**src/tcc_pkg.sv**
```systemverilog
// package: constants, types and carriers for the 8-bit capture/compare timer
package tcc_pkg;

  localparam int         TCC_W          = 8;
  localparam logic [7:0] TCC_CNT_RESET  = 8'hFC;
  localparam logic [7:0] TCC_CMP_RESET  = 8'h00;
  localparam logic [7:0] TCC_CNT_MAX    = 8'hFF;
  localparam logic [7:0] TCC_ONE        = 8'h01;

  // prescaler factors
  localparam int TCC_DIV2    = 2;
  localparam int TCC_DIV4    = 4;
  localparam int TCC_DIV8    = 8;
  localparam int TCC_DIV8000 = 8000;
  localparam int TCC_PRE_W   = 13;

  // clock select encodings
  localparam logic [1:0] TCC_CS_DIV4    = 2'h0;
  localparam logic [1:0] TCC_CS_DIV2    = 2'h1;
  localparam logic [1:0] TCC_CS_DIV8    = 2'h2;
  localparam logic [1:0] TCC_CS_DIV8000 = 2'h3;

  // software control bits
  typedef struct packed {
    logic [1:0] clock_select_field;
    logic       overflow_irq_enable;
    logic       capture_irq_enable;
    logic       compare_irq_enable;
    logic [1:0] capture_edge_select;   // [0] channel one, [1] channel two
    logic [1:0] compare_pin_enable;
    logic [1:0] output_level;
    logic       single_pulse_mode;
    logic       pwm_mode;
  } tcc_ctrl_t;

  // one-cycle access strobes from the cpu register logic
  typedef struct packed {
    logic       status_read;
    logic       main_count_access;
    logic       main_count_write;
    logic       alt_count_write;
    logic [1:0] capture_value_access;
    logic [1:0] compare_value_access;
    logic [1:0] compare_value_write;
    logic [1:0] force_output_write;
  } tcc_acc_t;

  typedef struct packed {
    logic       overflow_flag;
    logic [1:0] capture_flag;
    logic [1:0] compare_flag;
  } tcc_flags_t;

endpackage : tcc_pkg

```
**src/tcc_core.sv**
```systemverilog
// module: 8-bit free-running timer with two capture and two compare channels
`timescale 1ns/1ps
// What this block does
// - 8-bit up-counter advances once per prescaled tick, free running
// - counter loads FCh at reset and on any main or alternate count write
// - prescaler divides by 2, 4, 8 or 8000 per clock select field
// - overflow flag sets on FFh to 00h wrap in every mode
// - overflow irq only with enable set and cpu mask clear; else pending
// - overflow flag clears after status read then main count access
// - alternate count access never clears the overflow flag
// - counter keeps running in wait mode
// - halt stops counter; resumes from held count, reset restarts at reset count
// - active capture edge latches counter into capture value i
// - each capture channel has its own edge select bit
// - capture sets flag i; shared enable raises irq when mask clear
// - capture flag clears on status read then capture value i access
// - each new capture overwrites capture value i
// - capture inputs always connected; only the selected edge triggers capture (select bit 1 rising, 0 falling)
// - in single pulse or pwm mode only capture channel two captures
// - compare values compared each tick, untouched by hardware, reset 00h
// - match sets compare flag i and drives enabled pin with level bit
// - compare match raises irq with shared enable and mask clear
// - compare flag clears on status read then compare value i access
// - pin enable clear: pin not driven on match, flag and irq still work
// - div2 matches at count equal compare, other rates at compare plus 1
// - force bit copies level to enabled pin, no flag, no irq
// - force bits ignored in single pulse and pwm modes
module tcc_core
  import tcc_pkg::*;
#(
  parameter int SLOW_DIV = TCC_DIV8000
)(
  input  wire logic              clk,
  input  wire logic              rst,
  input  wire tcc_ctrl_t         ctrl,
  input  wire tcc_acc_t          acc,
  input  wire logic [TCC_W-1:0]  compare_wdata,
  input  wire logic              osc_tick,
  input  wire logic              cpu_irq_mask,
  input  wire logic              halt_mode,
  input  wire logic              wait_mode,
  input  wire logic              capture_input_one,
  input  wire logic              capture_input_two,
  output logic [TCC_W-1:0]       main_count_register,
  output logic [TCC_W-1:0]       alternate_count_register,
  output logic [TCC_W-1:0]       capture_value_one,
  output logic [TCC_W-1:0]       capture_value_two,
  output logic [TCC_W-1:0]       compare_value_one,
  output logic [TCC_W-1:0]       compare_value_two,
  output tcc_flags_t             timer_status_register,
  output logic                   compare_output_one,
  output logic                   compare_output_two,
  output logic [1:0]             compare_output_drive,
  output logic                   timer_irq
);

  // ==========================================================
  // state
  typedef struct packed {
    logic [TCC_PRE_W-1:0] pre;
    logic [TCC_W-1:0]     cnt;
    logic [1:0]           cap_s1;
    logic [1:0]           cap_s2;
    logic [1:0]           cap_prev;
    logic [1:0][TCC_W-1:0] cap_val;
    logic [1:0][TCC_W-1:0] cmp_val;
    logic [1:0]           pin;
    tcc_flags_t           flags;
    tcc_flags_t           armed;    // status read seen while flag set
    logic [2:0]           warm;     // sync stages filled since reset
  } tcc_state_t;

  tcc_state_t st_q;
  tcc_state_t st_d;

  logic                 tick;
  logic [TCC_PRE_W-1:0] div_sel;
  logic [TCC_W-1:0]     match_val;
  logic [1:0]           cap_hit;
  logic [1:0]           cmp_hit;
  logic                 special_mode;
  logic [1:0]           cap_in;
  logic [1:0]           edge_rise;
  logic [1:0]           edge_fall;
  logic                 cnt_load;
  logic [TCC_W-1:0]     cnt_next;

  assign cap_in       = {capture_input_two, capture_input_one};
  assign special_mode = ctrl.single_pulse_mode | ctrl.pwm_mode;
  // wait_mode has no effect; only halt freezes the prescaler and counter
  assign cnt_load     = acc.main_count_write | acc.alt_count_write;
  // next count, shared by the counter and the compare match
  assign cnt_next     = st_q.cnt + TCC_ONE;

  // ==========================================================
  // prescaler selection
  always_comb
  begin
    case (ctrl.clock_select_field)
      TCC_CS_DIV4:    div_sel = TCC_PRE_W'(TCC_DIV4);
      TCC_CS_DIV2:    div_sel = TCC_PRE_W'(TCC_DIV2);
      TCC_CS_DIV8:    div_sel = TCC_PRE_W'(TCC_DIV8);
      default:        div_sel = TCC_PRE_W'(SLOW_DIV);
    endcase
  end

  // slow rate counts oscillator ticks, the others count cpu clocks;
  // >= so that a rate change with a larger count left over cannot stall
  assign tick = !halt_mode && (st_q.pre >= div_sel - TCC_PRE_W'(1)) &&
                ((ctrl.clock_select_field != TCC_CS_DIV8000) || osc_tick);

  // div2 compares against count itself; slower rates one count later
  assign match_val = (ctrl.clock_select_field == TCC_CS_DIV2) ? TCC_W'(0) : TCC_ONE;

  // edges: second sync stage against its own delayed copy; masked until the
  // stages hold real pin levels, else a pin idling high fakes an edge after reset
  assign edge_rise = st_q.cap_s2 & ~st_q.cap_prev & {2{st_q.warm[2]}};
  assign edge_fall = ~st_q.cap_s2 & st_q.cap_prev & {2{st_q.warm[2]}};

  // ==========================================================
  // next state
  always_comb
  begin
    st_d = st_q;
    cap_hit = '0;
    cmp_hit = '0;

    // prescaler advance
    if (!halt_mode && (ctrl.clock_select_field != TCC_CS_DIV8000 || osc_tick))
    begin
      st_d.pre = tick ? '0 : st_q.pre + TCC_PRE_W'(1);
    end

    // input synchronisers, first stage read only by second
    st_d.cap_s1   = cap_in;
    st_d.cap_s2   = st_q.cap_s1;
    st_d.cap_prev = st_q.cap_s2;
    st_d.warm     = {st_q.warm[1:0], 1'b1};

    // counter
    if (cnt_load)
    begin
      st_d.cnt = TCC_CNT_RESET;
      st_d.pre = '0;
    end
    else if (tick)
    begin
      st_d.cnt = cnt_next;
    end

    // flag clearing sequences: arm on status read, clear on next access
    if (acc.status_read)
    begin
      st_d.armed = st_q.flags;
    end
    if (acc.main_count_access && st_q.armed.overflow_flag)
    begin
      st_d.flags.overflow_flag = 1'b0;
      st_d.armed.overflow_flag = 1'b0;
    end

    for (int i = 0; i < 2; i++)
    begin
      if (acc.capture_value_access[i] && st_q.armed.capture_flag[i])
      begin
        st_d.flags.capture_flag[i] = 1'b0;
        st_d.armed.capture_flag[i] = 1'b0;
      end
      if (acc.compare_value_access[i] && st_q.armed.compare_flag[i])
      begin
        st_d.flags.compare_flag[i] = 1'b0;
        st_d.armed.compare_flag[i] = 1'b0;
      end

      // compare value storage, hardware never alters it
      if (acc.compare_value_write[i])
      begin
        st_d.cmp_val[i] = compare_wdata;
      end

      // capture: only the edge picked by capture_edge_select counts, 1 rising, 0 falling
      cap_hit[i] = ctrl.capture_edge_select[i] ? edge_rise[i] : edge_fall[i];
      if (i == 0 && special_mode)
      begin
        cap_hit[i] = 1'b0;
      end
      if (cap_hit[i])
      begin
        st_d.cap_val[i] = st_q.cnt;
        st_d.flags.capture_flag[i] = 1'b1;
      end

      // match on the count this tick loads, so flag and pin move with the count
      cmp_hit[i] = tick && !cnt_load && (cnt_next == st_q.cmp_val[i] + match_val);
      if (cmp_hit[i])
      begin
        st_d.flags.compare_flag[i] = 1'b1;
        if (ctrl.compare_pin_enable[i])
        begin
          st_d.pin[i] = ctrl.output_level[i];
        end
      end

      // forced output: level to pin only, flags untouched
      if (acc.force_output_write[i] && !special_mode && ctrl.compare_pin_enable[i])
      begin
        st_d.pin[i] = ctrl.output_level[i];
      end
    end

    // overflow; set wins over a same-cycle clear
    if (tick && !cnt_load && st_q.cnt == TCC_CNT_MAX)
    begin
      st_d.flags.overflow_flag = 1'b1;
    end
  end

  // ==========================================================
  // state register; pin latch held low in reset
  always_ff @(posedge clk or posedge rst)
  begin
    if (rst)
    begin
      st_q          <= '0;
      st_q.cnt      <= TCC_CNT_RESET;
      st_q.cmp_val  <= {TCC_CMP_RESET, TCC_CMP_RESET};
    end
    else
    begin
      st_q <= st_d;
    end
  end

  // ==========================================================
  // outputs
  assign main_count_register      = st_q.cnt;
  assign alternate_count_register = st_q.cnt;
  assign capture_value_one        = st_q.cap_val[0];
  assign capture_value_two        = st_q.cap_val[1];
  assign compare_value_one        = st_q.cmp_val[0];
  assign compare_value_two        = st_q.cmp_val[1];
  assign timer_status_register    = st_q.flags;
  assign compare_output_one       = st_q.pin[0];
  assign compare_output_two       = st_q.pin[1];
  // pins stay general io when the channel enable is clear
  assign compare_output_drive     = ctrl.compare_pin_enable;

  // pending flags raise the line once the mask opens
  assign timer_irq = !cpu_irq_mask && (
                     (ctrl.overflow_irq_enable && st_q.flags.overflow_flag) ||
                     (ctrl.capture_irq_enable && |st_q.flags.capture_flag) ||
                     (ctrl.compare_irq_enable && |st_q.flags.compare_flag));

  // ==========================================================
  // checks
  chk_cnt_load_value: assert property (@(posedge clk) disable iff (rst)
    cnt_load |=> main_count_register == TCC_CNT_RESET)
    else $error("counter not reloaded after write");

  chk_overflow_set: assert property (@(posedge clk) disable iff (rst)
    (tick && !cnt_load && st_q.cnt == TCC_CNT_MAX) |=> st_q.flags.overflow_flag && st_q.cnt == 8'h00)
    else $error("overflow flag not set on wrap");

  chk_alt_no_clear: assert property (@(posedge clk) disable iff (rst)
    (st_q.flags.overflow_flag && !acc.main_count_access) |=> st_q.flags.overflow_flag)
    else $error("overflow flag lost without main count access");

  chk_halt_freeze: assert property (@(posedge clk) disable iff (rst)
    (halt_mode && !cnt_load) |=> $stable(st_q.cnt))
    else $error("counter moved in halt");

  chk_capture_latch: assert property (@(posedge clk) disable iff (rst)
    cap_hit[1] |=> capture_value_two == $past(st_q.cnt) && st_q.flags.capture_flag[1])
    else $error("capture two not latched");

  chk_capture_mode: assert property (@(posedge clk) disable iff (rst)
    special_mode |-> !cap_hit[0])
    else $error("capture one active in special mode");

  chk_compare_pin: assert property (@(posedge clk) disable iff (rst)
    (cmp_hit[0] && ctrl.compare_pin_enable[0] && !acc.force_output_write[0])
      |=> compare_output_one == $past(ctrl.output_level[0]) && st_q.flags.compare_flag[0])
    else $error("compare one pin or flag wrong");

  chk_irq_mask: assert property (@(posedge clk) disable iff (rst)
    cpu_irq_mask |-> !timer_irq)
    else $error("irq raised while masked");

  chk_compare_clear: assert property (@(posedge clk) disable iff (rst)
    (acc.compare_value_access[1] && st_q.armed.compare_flag[1] && !cmp_hit[1])
      |=> !st_q.flags.compare_flag[1])
    else $error("compare two flag not cleared");

  chk_compare_timing: assert property (@(posedge clk) disable iff (rst)
    $rose(st_q.flags.compare_flag[1])
      |-> st_q.cnt == TCC_W'($past(st_q.cmp_val[1]) + $past(match_val)))
    else $error("compare two flag rose at the wrong count");

  chk_force_no_flag: assert property (@(posedge clk) disable iff (rst)
    (acc.force_output_write[0] && !cmp_hit[0] && !st_q.flags.compare_flag[0])
      |=> !st_q.flags.compare_flag[0])
    else $error("forced output set compare one flag");

  chk_force_blocked: assert property (@(posedge clk) disable iff (rst)
    (acc.force_output_write[0] && special_mode && !cmp_hit[0])
      |=> $stable(compare_output_one))
    else $error("forced output acted in pulse or pwm mode");

  chk_irq_pending: assert property (@(posedge clk) disable iff (rst)
    (ctrl.overflow_irq_enable && st_q.flags.overflow_flag && !cpu_irq_mask) |-> timer_irq)
    else $error("pending overflow irq not raised");

  chk_capture_clear: assert property (@(posedge clk) disable iff (rst)
    (acc.capture_value_access[1] && st_q.armed.capture_flag[1] && !cap_hit[1])
      |=> !st_q.flags.capture_flag[1])
    else $error("capture two flag not cleared");

  chk_compare_hold: assert property (@(posedge clk) disable iff (rst)
    !acc.compare_value_write[0] |=> $stable(compare_value_one))
    else $error("compare one value changed without a write");

  chk_pin_disabled: assert property (@(posedge clk) disable iff (rst)
    (cmp_hit[1] && !ctrl.compare_pin_enable[1]) |=> $stable(compare_output_two))
    else $error("disabled compare two pin changed on match");

  chk_overflow_clear: assert property (@(posedge clk) disable iff (rst)
    (acc.main_count_access && st_q.armed.overflow_flag && !(tick && st_q.cnt == TCC_CNT_MAX))
      |=> !st_q.flags.overflow_flag)
    else $error("overflow flag not cleared after main count access");

  chk_capture_one: assert property (@(posedge clk) disable iff (rst)
    cap_hit[0] |=> capture_value_one == $past(st_q.cnt))
    else $error("capture one not latched");

  chk_irq_capture: assert property (@(posedge clk) disable iff (rst)
    (ctrl.capture_irq_enable && |st_q.flags.capture_flag && !cpu_irq_mask) |-> timer_irq)
    else $error("pending capture irq not raised");

  chk_irq_compare: assert property (@(posedge clk) disable iff (rst)
    (ctrl.compare_irq_enable && |st_q.flags.compare_flag && !cpu_irq_mask) |-> timer_irq)
    else $error("pending compare irq not raised");

endmodule : tcc_core

```
**config.mk**
```make
export PLATFORM = sky130hd
export DESIGN_NAME = tcc_core
export DESIGN_NICKNAME = d
export VERILOG_FILES = /design/src/tcc_pkg.sv /design/src/tcc_core.sv
export SDC_FILE = /design/constraint.sdc
export NUM_CORES = 1
export LEC_CHECK = 0
export ABC_CLOCK_PERIOD_IN_PS = 3300
export BUFFER_PORTS_ARGS = -buffer_cell sky130_fd_sc_hd__clkbuf_2
export CORE_UTILIZATION = 45
export CTS_BUF_LIST = sky130_fd_sc_hd__clkbuf_8 sky130_fd_sc_hd__clkbuf_16
export CTS_CLUSTER_DIAMETER = 150
export DETAILED_ROUTE_END_ITERATION = 8
export PLACE_DENSITY = 0.69
export SLEW_MARGIN = 40
export SYNTH_ARGS = -nofsm -noshare
export SYNTH_HDL_FRONTEND = slang
export SYNTH_SLANG_ARGS = --single-unit
```
**constraint.sdc**
```tcl
create_clock -name clk -period 3.3 [get_ports clk]
set_input_delay 0.66 -clock clk [delete_from_list [all_inputs] [get_ports clk]]
set_output_delay 0.66 -clock clk [all_outputs]
set_load 0.005 [all_outputs]
```
==> impl_results.md <==
- DRC Markers: 0
- Tightest Pin Transition: 0.745 ns
- WL final: ~8 mm
- CTS sink count: 74
- CTS Hold Bufs: 0
- Post-DP HPWL: slightly above 6 mm
- Post-Syn Instances: just over 400
- Die Wd: 99.1 um
- Met1 usage: 0.229
- Setup crit start kind: input port
- Synth unique cells: 42
- First-pass GRT wire length: ~14 mm
- Worst VDD drop: 0.214 mV
- RSZ-0062 raised after global routing: false
- Most used cell along the critical path: ha_1
- Status: finished, final reports clean
- Vias per cell: 5.11
- Core ar.: slightly above 0.009 mm^2
- Min Tclk post-route: 2.92 ns
- WP data arrival: between 3 and 4 ns
- Resized cells post-CTS: 0
- Grt met2 use: 0.294
- WP data required: 3.57 ns
- Wire per inst: 13.7 um
- Std-Cell Rows: 35
- Hold slack: 0.351 ns
- Register area: 0.00186 mm^2
- Clk buf depth: 2
- Initial antenna violation count: 0
- Grt met3 use: 0.0401
- Area delta synth->final: 10.4%
- Post-route cell area: 0.00469 mm^2
- Die Span Y: 99.1 um
- CTS root buf: clkbuf_8
- Worst-Skew Late Latency: 0.35 ns
- Placed Cells: about 570
- Max-slew headroom: 0.500
- Nets: about 530
- Tcrit/Tclk final: 0.884
- Number of global-route vias before repair: 2885
- Delay of the slowest critical-path stage: around 0.37 ns
- Post-route ant nets: 0
- # fillers: ~850
- Leak: 2.23 nW
- Num CTS Buffers: 9
- Routability cong.: 0.822
- Post-Layout Cell Count: ~580
- Hold Crit Class: reg2reg
- All-Layer GR Usage: 0.178
- DR pass1 iterations: 4
- Die area: 0.00982 mm^2
- Max Clk Rate: 343 MHz
- Antenna diodes: 0
- Area after DPL: 0.00448 mm^2
- Post-synth EDFFs: 0
- TNS Setup: 0 ns
- Area occupied by multi-input gates: between 0.0015 and 0.002 mm^2
- Buffers on Ports: 97
- Final Max Tran Viols: 0
- Most common cell after layout, fill and taps aside: clkbuf_2
- Setup Skew: 0.00588 ns
- Largest net degree at the start of global routing: a little over 40
- PwrDens: 436 mW/mm^2
- Vias: 2972
- Commonest non-fill, non-tap cells in the layout: 97 x clkbuf_2, 68 x dfrtp_1, 40 x nand2_1
- Critical Path, Cell by Cell: clkbuf_2 -> or2_2 -> ha_1 -> ha_1 -> and4_1 -> and3_1 -> a221o_1 -> o31ai_4 -> nor3_1 -> buf_4 -> and4b_1 -> o21ai_1
- Critical path type: in2reg
- CP max FO: 11
- Busiest layer in global routing: met2
- Gr ovfl total: 0
- Top FF cell, synth: dfrtp_1
- Flop and latch count out of synthesis: 74
- Max_cap viols: 0
- Delay-heaviest family, CP: simple AND/OR/NAND/NOR gates
- Critical path buffers and inverters: 2
- Reg clk slew, reported paths: 0.08 ns
- Final hold vios: 0
- Avg Cell Area, Syn: 10.3 um^2
- Crit-path slowest cell: a221o_1
- CP Capture Type: flop
- Final Setup Violations: 0
- Sequential element share of the synthesized area: 0.438
- Yosys warning count: 0
- Share of layout cells above drive strength 1: 0.344
- Initial Util: 0.461
- Initial DRC Count: 74
- Fraction of registers with async set/reset: 1.00
- Post-CTS Setup Bufs: 0
- H-tree depth: 3
- Mapped cell area: 0.00424 mm^2
- CTS tree: yes
- I/O pins: approximately 100
==> through the flow <==
stage / setup slack [ns] / power [W] / utilization
after floorplan: 0.186 / 0.00128 / -
after global placement: 0.0570 / 0.00134 / 0.487
after detailed placement: 0.00159 / 0.00135 / 0.487
after CTS: 0.371 / 0.00208 / 0.509
after global routing: 0.226 / 0.00217 / 0.510
final: 0.383 / 0.00204 / 0.510
==> Yosys cell counts (all sizes together), types with 7 or more instances <==
cell type	count	area, um^2
a21oi	12	60.1
buf	57	423
clkbuf	7	26.3
dfrtp	68	1700
ha	19	238
mux2	30	338
nand2	40	150
nand3	22	115
nor2	32	120
o21ai	9	45.0
xnor2	27	236
xor2	22	193
==> metal layers <==
layer / up-vias / part of all wire
li1: 1446 / -
met1: 1440 / 0.47
met2: 77 / 0.48
met3: 9 / 0.044
met4: 0 / 0.014
met5: - / 0
==> power breakdown <==
group	internal [W]	switching [W]
logic	0.000151	0.000143
registers	0.000976	0.0000579
clock network	0.000371	0.000344
==> worst paths after layout <==
check / slack [ns] / endpoint / cells past startpoint / from
max: 0.38 / compare_output_two / 12 / ctrl[11]
min: 0.35 / st_d[2] / 0 / st_d[1]
max reg2reg: 0.85 / compare_output_one / 8 / alternate_count_register[0]
min reg2reg: 0.35 / st_d[2] / 0 / st_d[1]
max in group asynchronous: 2.17 / alternate_count_register[7] / 3 / rst
min in group asynchronous: 0.36 / st_q[5] / 2 / rst
==> kinds of logic after synthesis <==
group,count (synthesis),share of synthesized area
multiplexers,35,0.0914
XOR/XNOR,49,0.101
AO/OA/AOI/OAI,35,0.0546
adder cells (fa/ha/maj),19,0.0560
AND/OR/NAND/NOR,130,0.147
other,1,0.000884
flip-flops,74,0.438
buffers and inverters,70,0.111
==> area by class of cell <==
class,instances,area share
inverter,6,0.00507
timing repair buffer,105,0.116
clock buffer,10,0.0294
tap,111,0.0296
sequential,74,0.397
multi-input combinational,270,0.409
clock inverter,6,0.0139
==> registers in the layout (all words and copies together), names as in the netlist <==
signal / cells
st_q: 21
alternate_count_register: 8
capture_value_one: 8
capture_value_two: 8
compare_value_one: 8
compare_value_two: 8
st_d: 6
timer_status_register: 5
compare_output_one: 1
compare_output_two: 1
Note: power is estimated with default switching activity, not from simulation.
